## src/rsfim_params.svh

```systemverilog
/*
 * constants for the rail status flag and interrupt mask block:
 * register offsets, field positions and reset values.
 * assumes it is included once by the package and the design file.
 */
`ifndef RSFIM_PARAMS_SVH
`define RSFIM_PARAMS_SVH

// ----------------------------------------
// register offsets
// ----------------------------------------
`define RSFIM_OFS_GLOBAL_FLAGS 8'h00
`define RSFIM_OFS_RAIL_FLAGS 8'h01
`define RSFIM_OFS_GLOBAL_UNMASK 8'h02
`define RSFIM_OFS_RAIL_UNMASK 8'h03

// ----------------------------------------
// rail flag fields
// ----------------------------------------
`define RSFIM_RAIL_LOW_LSB 3
`define RSFIM_RAIL_GOOD_LSB 0
`define RSFIM_RAIL_USED_MASK 8'h3f
`define RSFIM_RAIL_FLAGS_RESET 8'h00
`define RSFIM_RAIL_UNMASK_RESET 6'h00

// ----------------------------------------
// global flag fields
// ----------------------------------------
`define RSFIM_GBIT_SUPPLY_LOW 7
`define RSFIM_GBIT_CAL_DONE 6
`define RSFIM_GBIT_CHARGE_OVER 5
`define RSFIM_GBIT_VOLTAGE_FAULT_SUMMARY 4
`define RSFIM_GBIT_TEMP_FAULT 3
`define RSFIM_GBIT_BUS_FAULT 2
`define RSFIM_GBIT_OTP_CRC 1
`define RSFIM_GBIT_OTP_READ 0
`define RSFIM_GLOBAL_UNMASK_RESET 8'h01
`define RSFIM_RDATA_RESET 8'h00

`endif

```

## src/rsfim_pkg.sv

```systemverilog
/*
 * types shared by the rail status flag and interrupt mask block.
 * assumes rsfim_params.svh is on the include path.
 */
package rsfim_pkg;
    `include "rsfim_params.svh"

    // ----------------------------------------
    // register access from the serial slave
    // ----------------------------------------
    typedef struct packed {
        logic wr;
        logic rd;
        logic [7:0] addr;
        logic [7:0] wdata;
    } rsfim_req_s;

    typedef logic [2:0] rsfim_rail_t;
endpackage

```

## src/rsfim_top.sv

```systemverilog
/*
 * sticky regulation flags for outputs a, b and c, the per-output and
 * global unmask registers, the voltage fault summary flag and the
 * interrupt line.
 * assumes a register request port driven by the serial slave on
 * ref_clk, live regulation levels from the analog outputs (async),
 * and the other global status flags held by same-clock logic.
 */
`timescale 1ns/1ps
`include "rsfim_params.svh"

module rsfim_top
    import rsfim_pkg::*;
(
    input wire logic ref_clk,
    input wire logic rst_n,
    input wire rsfim_req_s reg_req,
    input wire rsfim_rail_t regulating_now,
    input wire logic [7:0] ext_global_flags,
    output logic [7:0] reg_rdata_q,
    output logic [5:0] rail_flags_q,
    output logic voltage_fault_summary_q,
    output logic irq_q
);

    // ----------------------------------------
    // register decode
    // ----------------------------------------
    logic wr_rail;
    logic wr_global;
    logic wr_gmask;
    logic wr_rmask;
    assign wr_rail = reg_req.wr && (reg_req.addr == `RSFIM_OFS_RAIL_FLAGS);
    assign wr_global = reg_req.wr && (reg_req.addr == `RSFIM_OFS_GLOBAL_FLAGS);
    assign wr_gmask = reg_req.wr && (reg_req.addr == `RSFIM_OFS_GLOBAL_UNMASK);
    assign wr_rmask = reg_req.wr && (reg_req.addr == `RSFIM_OFS_RAIL_UNMASK);

    // ----------------------------------------
    // live regulation synchroniser
    // ----------------------------------------
    rsfim_rail_t sync1_q;
    rsfim_rail_t sync2_q;
    rsfim_rail_t prev_q;

    always_ff @(posedge ref_clk or negedge rst_n) begin
        if (!rst_n) begin
            sync1_q <= 3'h0;
            sync2_q <= 3'h0;
            prev_q <= 3'h0;
        end else begin
            sync1_q <= regulating_now;
            sync2_q <= sync1_q;
            prev_q <= sync2_q;
        end
    end

    // ----------------------------------------
    // transition detect per output
    // ----------------------------------------
    logic [5:0] rail_set;
    genvar ch;
    generate
        for (ch = 0; ch < 3; ch++) begin : g_rail
            assign rail_set[`RSFIM_RAIL_LOW_LSB + ch] = prev_q[ch] && !sync2_q[ch];
            assign rail_set[`RSFIM_RAIL_GOOD_LSB + ch] = !prev_q[ch] && sync2_q[ch];
        end
    endgenerate

    // ----------------------------------------
    // sticky rail flags
    // ----------------------------------------
    logic [5:0] rail_clr;
    logic [5:0] rail_flags_d;
    assign rail_clr = wr_rail ? reg_req.wdata[5:0] : 6'h00;
    assign rail_flags_d = (rail_flags_q & ~rail_clr) | rail_set;

    always_ff @(posedge ref_clk or negedge rst_n) begin
        if (!rst_n) begin
            rail_flags_q <= 6'h00;
        end else begin
            rail_flags_q <= rail_flags_d;
        end
    end

    // ----------------------------------------
    // unmask registers
    // ----------------------------------------
    logic [7:0] gmask_q;
    logic [5:0] rmask_q;

    always_ff @(posedge ref_clk or negedge rst_n) begin
        if (!rst_n) begin
            gmask_q <= `RSFIM_GLOBAL_UNMASK_RESET;
        end else if (wr_gmask) begin
            gmask_q <= reg_req.wdata;
        end
    end

    always_ff @(posedge ref_clk or negedge rst_n) begin
        if (!rst_n) begin
            rmask_q <= `RSFIM_RAIL_UNMASK_RESET;
        end else if (wr_rmask) begin
            rmask_q <= reg_req.wdata[5:0];
        end
    end

    // ----------------------------------------
    // voltage fault summary
    // ----------------------------------------
    logic vfault_set;
    logic vfault_clr;
    assign vfault_set = |(rail_set & rmask_q);
    assign vfault_clr = wr_global && reg_req.wdata[`RSFIM_GBIT_VOLTAGE_FAULT_SUMMARY];

    always_ff @(posedge ref_clk or negedge rst_n) begin
        if (!rst_n) begin
            voltage_fault_summary_q <= 1'b0;
        end else begin
            voltage_fault_summary_q <= vfault_set || (voltage_fault_summary_q && !vfault_clr);
        end
    end

    // ----------------------------------------
    // interrupt line
    // ----------------------------------------
    logic [7:0] global_view;
    logic irq_d;
    always_comb begin
        global_view = ext_global_flags;
        global_view[`RSFIM_GBIT_VOLTAGE_FAULT_SUMMARY] = voltage_fault_summary_q;
    end
    assign irq_d = |(global_view & gmask_q);

    // otp read flag unmasked at reset
    always_ff @(posedge ref_clk or negedge rst_n) begin
        if (!rst_n) begin
            irq_q <= 1'b0;
        end else begin
            irq_q <= irq_d;
        end
    end

    // ----------------------------------------
    // read data
    // ----------------------------------------
    logic [7:0] rdata_d;
    always_comb begin
        case (reg_req.addr)
            `RSFIM_OFS_GLOBAL_FLAGS: rdata_d = global_view;
            `RSFIM_OFS_RAIL_FLAGS: rdata_d = {2'b00, rail_flags_q};
            `RSFIM_OFS_GLOBAL_UNMASK: rdata_d = gmask_q;
            `RSFIM_OFS_RAIL_UNMASK: rdata_d = {2'b00, rmask_q};
            default: rdata_d = `RSFIM_RDATA_RESET;
        endcase
    end

    always_ff @(posedge ref_clk or negedge rst_n) begin
        if (!rst_n) begin
            reg_rdata_q <= `RSFIM_RDATA_RESET;
        end else if (reg_req.rd) begin
            reg_rdata_q <= rdata_d;
        end
    end

    // ----------------------------------------
    // checks
    // ----------------------------------------
    generate
        for (ch = 0; ch < 3; ch++) begin : g_chk

        end
    endgenerate

    // ----------------------------------------
    // write one to clear, per bit
    // ----------------------------------------
    genvar fb;
    generate
        for (fb = 0; fb < 6; fb++) begin : g_clr_chk

        end
    endgenerate

    // ----------------------------------------
    // global unmask gating, per bit
    // ----------------------------------------
    genvar gb;
    generate
        for (gb = 0; gb < 8; gb++) begin : g_gate_chk

        end
    endgenerate
endmodule

```

## config.mk

```make
export PLATFORM = sky130hd
export DESIGN_NAME = rsfim_top
export DESIGN_NICKNAME = d
export VERILOG_FILES = /design/src/rsfim_pkg.sv /design/src/rsfim_top.sv
export VERILOG_INCLUDE_DIRS = /design/src
export SDC_FILE = /design/constraint.sdc
export NUM_CORES = 1
export LEC_CHECK = 0
export CORE_ASPECT_RATIO = 0.8
export CORE_MARGIN = 5
export CORE_UTILIZATION = 30
export DETAILED_ROUTE_END_ITERATION = 8
export DONT_BUFFER_PORTS = 1
export SYNTH_ARGS = -nofsm -noshare
export SYNTH_HDL_FRONTEND = slang
export SYNTH_SLANG_ARGS = --single-unit
```

## constraint.sdc

```tcl
create_clock -name ref_clk -period 1.4 [get_ports ref_clk]
set_input_delay 0.14 -clock ref_clk [delete_from_list [all_inputs] [get_ports ref_clk]]
set_output_delay 0.14 -clock ref_clk [all_outputs]
set_load 0.005 [all_outputs]
```

# Yosys cells after proc, flatten, opt, wreduce, memory -nomap -nowiden
# Index checks and enable logic that the tools add are counted.
dict set report totals {
  out_inout_bits 16
  mem_bits_rw 0
  elab_cells 42
  in_bits 31
  latchBits 0
  n_memories 0
  regBits 39
  mem_bits_ro 0
}
dict set report op_classes {
  n_bitwise 5
  mux 2
  n_mul 0
  div 0
  n_addsub 0
  n_lt_le_gt_ge 0
  n_reduce_logical 23
  n_shift 0
  n_eq_ne 3
}
# cell n
set op_table {}
lappend op_table {{8-bit case mux with 4 select lines} 1}
lappend op_table {{8-bit by 2-bit == test with 1-bit output, second input constant} 2}
lappend op_table {{6-bit AND} 2}
lappend op_table {{1-bit logical AND} 12}
lappend op_table {{8-bit AND} 1}
lappend op_table {{8-bit by 1-bit == test with 1-bit output, second input constant} 1}
lappend op_table {{8-bit zero test} 1}
lappend op_table {{8-bit OR reduction} 1}
lappend op_table {{1-bit zero test} 7}
lappend op_table {{6-bit 2-to-1 mux} 1}
lappend op_table {{6-bit NOT} 1}
lappend op_table {{6-bit OR} 1}
lappend op_table {{6-bit OR reduction} 1}
lappend op_table {{1-bit logical OR} 1}

# Longest topological paths before layout
# Gate-level depths: netlist of the first run.
dict set report depth {
  ltp_word 6
  depth_mapped 4
}

# Least setup slack after synthesis of the first run
# Ideal clock, no wire load.
dict set report synth_path {
  kind {input to register}
  from {input reg_req[15] in the netlist's numbering}
  to {register voltage_fault_summary_q}
  cell_stages 4
  setup_time_ns 0.124
  required_ns 1.276
  slack_ns -0.296
  n_path_buf 1
  arrival_ns 1.573
  path_cell_list {or4_1 > clkbuf_2 > or4b_1 > a211o_1}
}
dict set report synth_between {
  elab_chain_len 6
}
# item line
set synth_lines {}
lappend synth_lines {{start: declaration} rsfim_top.sv:17} ;# input wire rsfim_req_s reg_req,
lappend synth_lines {{8-bit zero test} n/a}
lappend synth_lines {{1-bit logical AND} rsfim_top.sv:34} ;# assign wr_global = reg_req.wr && (reg_req.addr == `RSFIM_OFS_GLOBAL_FLAGS);
lappend synth_lines {{1-bit logical AND} rsfim_top.sv:113} ;# assign vfault_clr = wr_global && reg_req.wdata[`RSFIM_GBIT_VOLTAGE_FAULT_SUMMARY];
lappend synth_lines {{1-bit zero test} rsfim_top.sv:119} ;# voltage_fault_summary_q <= vfault_set || (voltage_fault_summary_q && !vfault_clr);
lappend synth_lines {{1-bit logical AND} rsfim_top.sv:119}
lappend synth_lines {{1-bit logical OR} rsfim_top.sv:119}
lappend synth_lines {{end signal: assignment} rsfim_top.sv:119}
lappend synth_lines {{end: declaration} rsfim_top.sv:22} ;# output logic voltage_fault_summary_q,
# Every way passes these cells.
# A chain may end at the register's enable or synchronous reset.

# Worst setup path after layout of the first run
dict set report layout_path {
  from {register rail_flags_q[4]}
  to {register reg_rdata_q[4]}
}
dict set report layout_between {
  elab_chain_len 1
}
# item line
set layout_lines {}
lappend layout_lines {{start: declaration} rsfim_top.sv:21} ;# output logic [5:0] rail_flags_q,
lappend layout_lines {{start signal: assignment} rsfim_top.sv:81} ;# rail_flags_q <= rail_flags_d;
lappend layout_lines {{8-bit case mux with 4 select lines} rsfim_top.sv:148} ;# case (reg_req.addr)
lappend layout_lines {{end signal: assignment} rsfim_top.sv:159} ;# reg_rdata_q <= `RSFIM_RDATA_RESET;
lappend layout_lines {{end signal: assignment} rsfim_top.sv:161} ;# reg_rdata_q <= rdata_d;
lappend layout_lines {{end: declaration} rsfim_top.sv:20} ;# output logic [7:0] reg_rdata_q,
# Every way passes these cells.

==> reports/qor.csv, run 1 <==
metric,value,unit
Reg power frac,0.560,
maximum vdd ir drop,0.0003793,V
clock-pin slew on the worst setup and hold paths,80,ps
share of post-route cells with drive strength above 1,0.2716,
ANT nets after route,0,
fraction of registers with async set/reset,1.000,
final core utilization,0.3867,
CTS Buf Count,5,
number of H-tree levels,2,
IO Pins,47,
PostCTS Resize Cnt,0,
Synth cell types,30,
fin nets,192,
leak pwr,0.9212,nW
starting density of the core,0.3144,
Hold Path Class,primary input to flip-flop,
syn_area_per_cell,13.03,um^2
Tmin final,1313,ps
clk_skew,13.15,ps
CP cell instances,mux4_2 > a31o_2,
crit start category,flip-flop,
Mapped Cells,134,
antenna violations before repair,0,
Worst EP required,1570,ps
PwrDens,1011,nW/um^2
"Max FO, Critical Path",3,
CTS tree,yes,
largest net degree at the start of global routing,40,
fill count,562,
Die ar.,7458,um^2
Clock Path Buffers,2,
status,"complete, no violations",
diode count,0,
pre-CTS WS,-195.3,ps
worst stage delay on the critical path,500,ps
"Power, Total",2.172,mW
"Seq/Total Area, Yosys",0.5595,
DRT Pass-1 Iters,4,
total wire length,4597,um
period utilization,0.9378,
"final std cell area, no fill",2148,um^2
Reg2Reg Setup Slack,90,ps
max frequency,761.7,MHz
switching part of the total,0.2356,
P_sw,0.5116,mW
TritonCTS Sinks,39,
"most common cell after layout, fill and taps aside",dfrtp_1,
final count of hold timing violations,0,
Vias,1227,
RSZ-0062 raised after global routing,false,
"commonest non-fill, non-tap cells in the layout","dfrtp_1 (38), dlygate4sd3_1 (16), mux2_2 (14)",
hpwl dp,3381,um
Slew HR,0.7234,
Crit Path Class,flip-flop to flip-flop,
Routability Congestion,0.8430,
crit path DAT,1490,ps
GRT Total Usage,0.1245,
max-cap violations,0,
storage element area,977.2,um^2
drt wl/cell,19.15,um
"Clk Latency, worst-skew pair",290,ps
row count,24,
Least-Margin Pin Slew,411.4,ps
Internal Pwr Total,1.660,mW
setup TNS,0,ps
Initial DRC Count,81,
yosys warns,0,
Area Growth Syn to Fin,22.99,%
vias in the first global route,1260,
Via density,5.113,
chip width,95.31,um
post-synth net total,165,
area occupied by multi-input gates,718.2,um^2
global-route wire length before repair,7010,um
Die Y,78.25,um
number of synthesized flops with an enable pin,0,
Area after DPL,1887,um^2
crit end category,flip-flop,
combinational fraction of design power,0.106,
# DRC,0,
synthesized area,1747,um^2
core area,5555,um^2
CP max stage cell,mux4_2,
Synth Register Bits,39,
Synth Flop Type,dfrtp_1,
Final Max Slew Viols,0,
grt total ovfl,0,
Setup WS post-layout,87.11,ps
PortBufs,0,
clock group share of total power,0.334,
Final Setup Violations,0,
Root Buffer,clkbuf_8,
-- critical path, delay by kind of cell, from the launching register on --
kind	cells	cell delay, ps
multiplexers	1	500
flip-flops	1	430
AO/OA/AOI/OAI	1	260
-- cell usage after synthesis (3+ instances only) --
| library cell | instances | area [um^2] |
|---|---|---|
| a22oi_1 | 4 | 30.03 |
| a31o_2 | 3 | 26.28 |
| dfrtp_1 | 38 | 950.9 |
| inv_1 | 7 | 26.28 |
| mux2_2 | 14 | 157.7 |
| mux4_2 | 6 | 135.1 |
| nand2_1 | 9 | 33.78 |
| nand3b_1 | 4 | 30.03 |
| nand4_1 | 6 | 37.54 |
| nor2_1 | 3 | 11.26 |
| nor2b_1 | 5 | 31.28 |
| o21ai_0 | 6 | 30.03 |
| o41ai_1 | 6 | 52.55 |
| or4_1 | 3 | 22.52 |
-- cells by family after synthesis --
family	synth area share
AO/OA/AOI/OAI	0.1003
buffers and inverters	0.03510
flip-flops	0.5595
multiplexers	0.1791
AND/OR/NAND/NOR	0.1261
-- layer usage --
layer	global-route usage	part of all wire
met5	0	0
met4	0.04035	0.017
met3	0.05258	0.13
met2	0.1887	0.44
met1	0.1605	0.42
-- flip-flops by register name, summed over array words and instances, names as in the netlist --
register,cells
sync2_q,3
rail_flags_q,6
gmask_q,8
irq_q,1
rmask_q,6
prev_q,3
reg_rdata_q,8
voltage_fault_summary_q,1
sync1_q,3
-- timing repair --
action | in CTS | in global routing
setup buffers | 0 | 0
hold buffers | 13 | 4
endpoints found under the hold margin | 55 | 6
-- power groups by stage --
stage | Clock [mW] | Combinational, mW | Sequential (mW)
floorplan | 0 | 0.122 | 1.23
global placement | 0 | 0.157 | 1.23
finish | 0.725 | 0.230 | 1.22
detailed placement | 0 | 0.162 | 1.24
CTS | 0.742 | 0.223 | 1.21
global route | 0.794 | 0.248 | 1.22
-- through the flow --
| step | hold slack (ps) | cells |
|---|---|---|
| 2_1_floorplan | -155.6 | 134 |
| 3_3_place_gp | -154.5 | 215 |
| 3_5_place_dp | -154.4 | 215 |
| 4_1_cts | 0.7864 | 236 |
| 5_1_grt | 3.805 | 240 |
| 6_report | 7.366 | 240 |
-- worst paths after layout --
| check | from | endpoint | cells past startpoint |
|---|---|---|---|
| max | rail_flags_q[4]$_DFF_PN0_ | reg_rdata_q[4]$_DFFE_PN0P_ | 2 |
| min | reg_req[16] | reg_rdata_q[1]$_DFFE_PN0P_ | 2 |
| max reg2reg | rail_flags_q[4]$_DFF_PN0_ | reg_rdata_q[4]$_DFFE_PN0P_ | 2 |
| min reg2reg | sync1_q[1]$_DFF_PN0_ | sync2_q[1]$_DFF_PN0_ | 0 |
| max in group asynchronous | rst_n | gmask_q[0]$_DFFE_PN1P_ | 2 |
| min in group asynchronous | rst_n | reg_rdata_q[3]$_DFFE_PN0P_ | 2 |
-- area by class of cell --
class	count	area share
well taps	78	0.04543
clock buffers	7	0.03553
repair buffers	26	0.1153
inverters	7	0.01223
flip-flops and latches	39	0.4549
multi-input cells	82	0.3343
clock inverters	1	0.002330
Note: power is estimated with default switching activity, not from simulation.
==> run 2: changes to the inputs <==
==> constraint.sdc (replaced) <==
create_clock -name ref_clk -period 1.6 [get_ports ref_clk]
set_input_delay 0.4 -clock ref_clk [delete_from_list [all_inputs] [get_ports ref_clk]]
set_output_delay 0.4 -clock ref_clk [all_outputs]
set_load 0.005 [all_outputs]
==> reports/qor.csv, run 2 (synthesis gave the netlist of run 1 again) <==
metric,value,unit,change
hold depth,0,,-2
"most common cell after layout, fill and taps aside",dfrtp_1,,
Root Buffer,clkbuf_8,,
Via density,5.156,,+0.84%
worst stage delay on the critical path,560,ps,+60 ps
largest net degree at the start of global routing,40,,unchanged
global-route wire length before repair,6713,um,-4.2%
antenna violations before repair,0,,unchanged
diode count,0,,unchanged
CTS Buf Count,5,,unchanged
Least-Margin Pin Slew,339.7,ps,-71.71 ps
share of post-route cells with drive strength above 1,0.3129,,+0.04132
worst hold path startpoint,regulating_now[0],,
Initial DRC Count,84,,+3.7%
number of H-tree levels,2,,unchanged
"Power, Total",2.177,mW,+0.27%
hpwl dp,3223,um,-4.7%
CP cell instances,or4_4 > or4b_1 > a211o_1,,
crit path DAT,1710,ps,+220 ps
row count,24,,unchanged
IO Pins,47,,unchanged
worst reg2reg path startpoint,voltage_fault_summary_q$_DFF_PN0_,,
setup repair bufs after CTS,0,,unchanged
crit end category,flip-flop,,
clk_skew,9.485,ps,-3.662 ps
leak pwr,0.8833,nW,-4.1%
grt total ovfl,0,,unchanged
total wire length,4241,um,-7.7%
fin nets,177,,-7.8%
Tmin final,1525,ps,
Routability Congestion,0.8064,,-4.3%
Crit Reg-Reg Endpoint,reg_rdata_q[4]$_DFFE_PN0P_,,
GRT Total Usage,0.1198,,-0.004772
DRT Pass-1 Iters,4,,unchanged
Die Y,78.25,um,unchanged
PortBufs,0,,unchanged
crit start category,primary input,,
status,"complete, no violations",,
final count of hold timing violations,0,,unchanged
ANT nets after route,0,,unchanged
TritonCTS Sinks,39,,unchanged
max frequency,655.7,MHz,
core area,5555,um^2,unchanged
CTS tree,yes,,
vias in the first global route,1289,,+2.3%
Hold EP,sync1_q[0]$_DFF_PN0_,,
drt wl/cell,18.85,um,-1.6%
Final Setup Violations,0,,unchanged
Hold Path Class,primary input to flip-flop,,
RSZ-0062 raised after global routing,false,,
period utilization,0.9532,,
Area Growth Syn to Fin,18.05,%,
Min Hold Slack,140.4,ps,+133.1 ps
clock-pin slew on the worst setup and hold paths,80,ps,about the same
"Max FO, Critical Path",5,,+2
Crit Path Class,primary input to flip-flop,,
max-cap violations,0,,unchanged
Worst EP required,1780,ps,+210 ps
Crit path buffers/inverters,0,,unchanged
Clock Path Buffers,2,,unchanged
biggest registers after layout,"gmask_q: 8 flops, reg_rdata_q: 8 flops",,
PostCTS Resize Cnt,0,,unchanged
R2R depth,2,,unchanged
Reg2Reg Setup Slack,280,ps,+190 ps
path length in cells of the critical path,3,,+1
# DRC,0,,unchanged
CP max stage cell,or4_4,,
maximum vdd ir drop,0.0003869,V,+2.0%
Slew HR,0.7706,,+0.04713
chip width,95.31,um,unchanged
"Clk Latency, worst-skew pair",290,ps,about the same
Die ar.,7458,um^2,unchanged
PwrDens,1056,nW/um^2,+4.5%
Top delay family on crit path,simple AND/OR/NAND/NOR gates,,
"commonest non-fill, non-tap cells in the layout","dfrtp_1 (38), mux2_2 (14), nand2_1 (9), buf_4 (9), inv_1 (7)",,
starting density of the core,0.3144,,unchanged
Final Max Slew Viols,0,,unchanged
Vias,1160,,-5.5%
==> run 2: worst reg2reg max path: stages, from the launching register on <==
cell and delay (ps):
dfrtp_1 450, mux4_2 500, a31o_2 260
==> run 2: layout make-up <==
cell class,instances,area (um^2)
Inverter,7,26.28
Multi-Input combinational cell,82,726.9
Tap cell,78,97.59
Clock inverter,3,67.56
Clock buffer,5,68.82
Timing Repair Buffer,11,97.59
Sequential cell,39,977.2
Fill cell,542,3493
==> run 2: how the worst max path moves through the flow <==
stage                                         to  slack [ps]   startpoint
2_1_floorplan  voltage_fault_summary_q$_DFF_PN0_        -290  reg_req[15]
3_3_place_gp   voltage_fault_summary_q$_DFF_PN0_        -220  reg_req[15]
3_5_place_dp   voltage_fault_summary_q$_DFF_PN0_        -220  reg_req[15]
4_1_cts        voltage_fault_summary_q$_DFF_PN0_          90  reg_req[15]
5_1_grt                rail_flags_q[2]$_DFF_PN0_          30  reg_req[15]
6_report       voltage_fault_summary_q$_DFF_PN0_          70  reg_req[15]
==> run 2: through the flow <==
step	instance area [um^2]	setup slack (ps)	std cells	utilization	TNS, ps
finish	2062	74.87	225	0.3712	0
CTS	2062	88.39	225	0.3712	0
floorplan	1774	-292.4	134	-	-623.7
detailed placement	1896	-222.9	215	0.3412	-1100
global placement	1896	-221.2	215	0.3412	-942.1
global route	2062	25.63	225	0.3712	0
==> run 2: layer usage <==
| layer | vias to the layer above | GRT usage | part of all wire |
|---|---|---|---|
| met3 | 5 | 0.05163 | 0.12 |
| met5 | - | 0 | 0 |
| met4 | 0 | 0.03458 | 0.0099 |
| met2 | 52 | 0.1845 | 0.46 |
| met1 | 578 | 0.1528 | 0.41 |
| li1 | 525 | - | - |
==> run 2: what timing repair did <==
action,4_1_cts,5_1_grt
setup endpoints to repair,0,0
hold buffers,2,0
hold endpoints to repair,39,0
==> run 2: report_power, final <==
group | internal, mW | switching [mW]
sequential | 1.03 | 0.0445
clock | 0.622 | 0.340
combinational | 0.0801 | 0.0599
total | 1.73 | 0.445
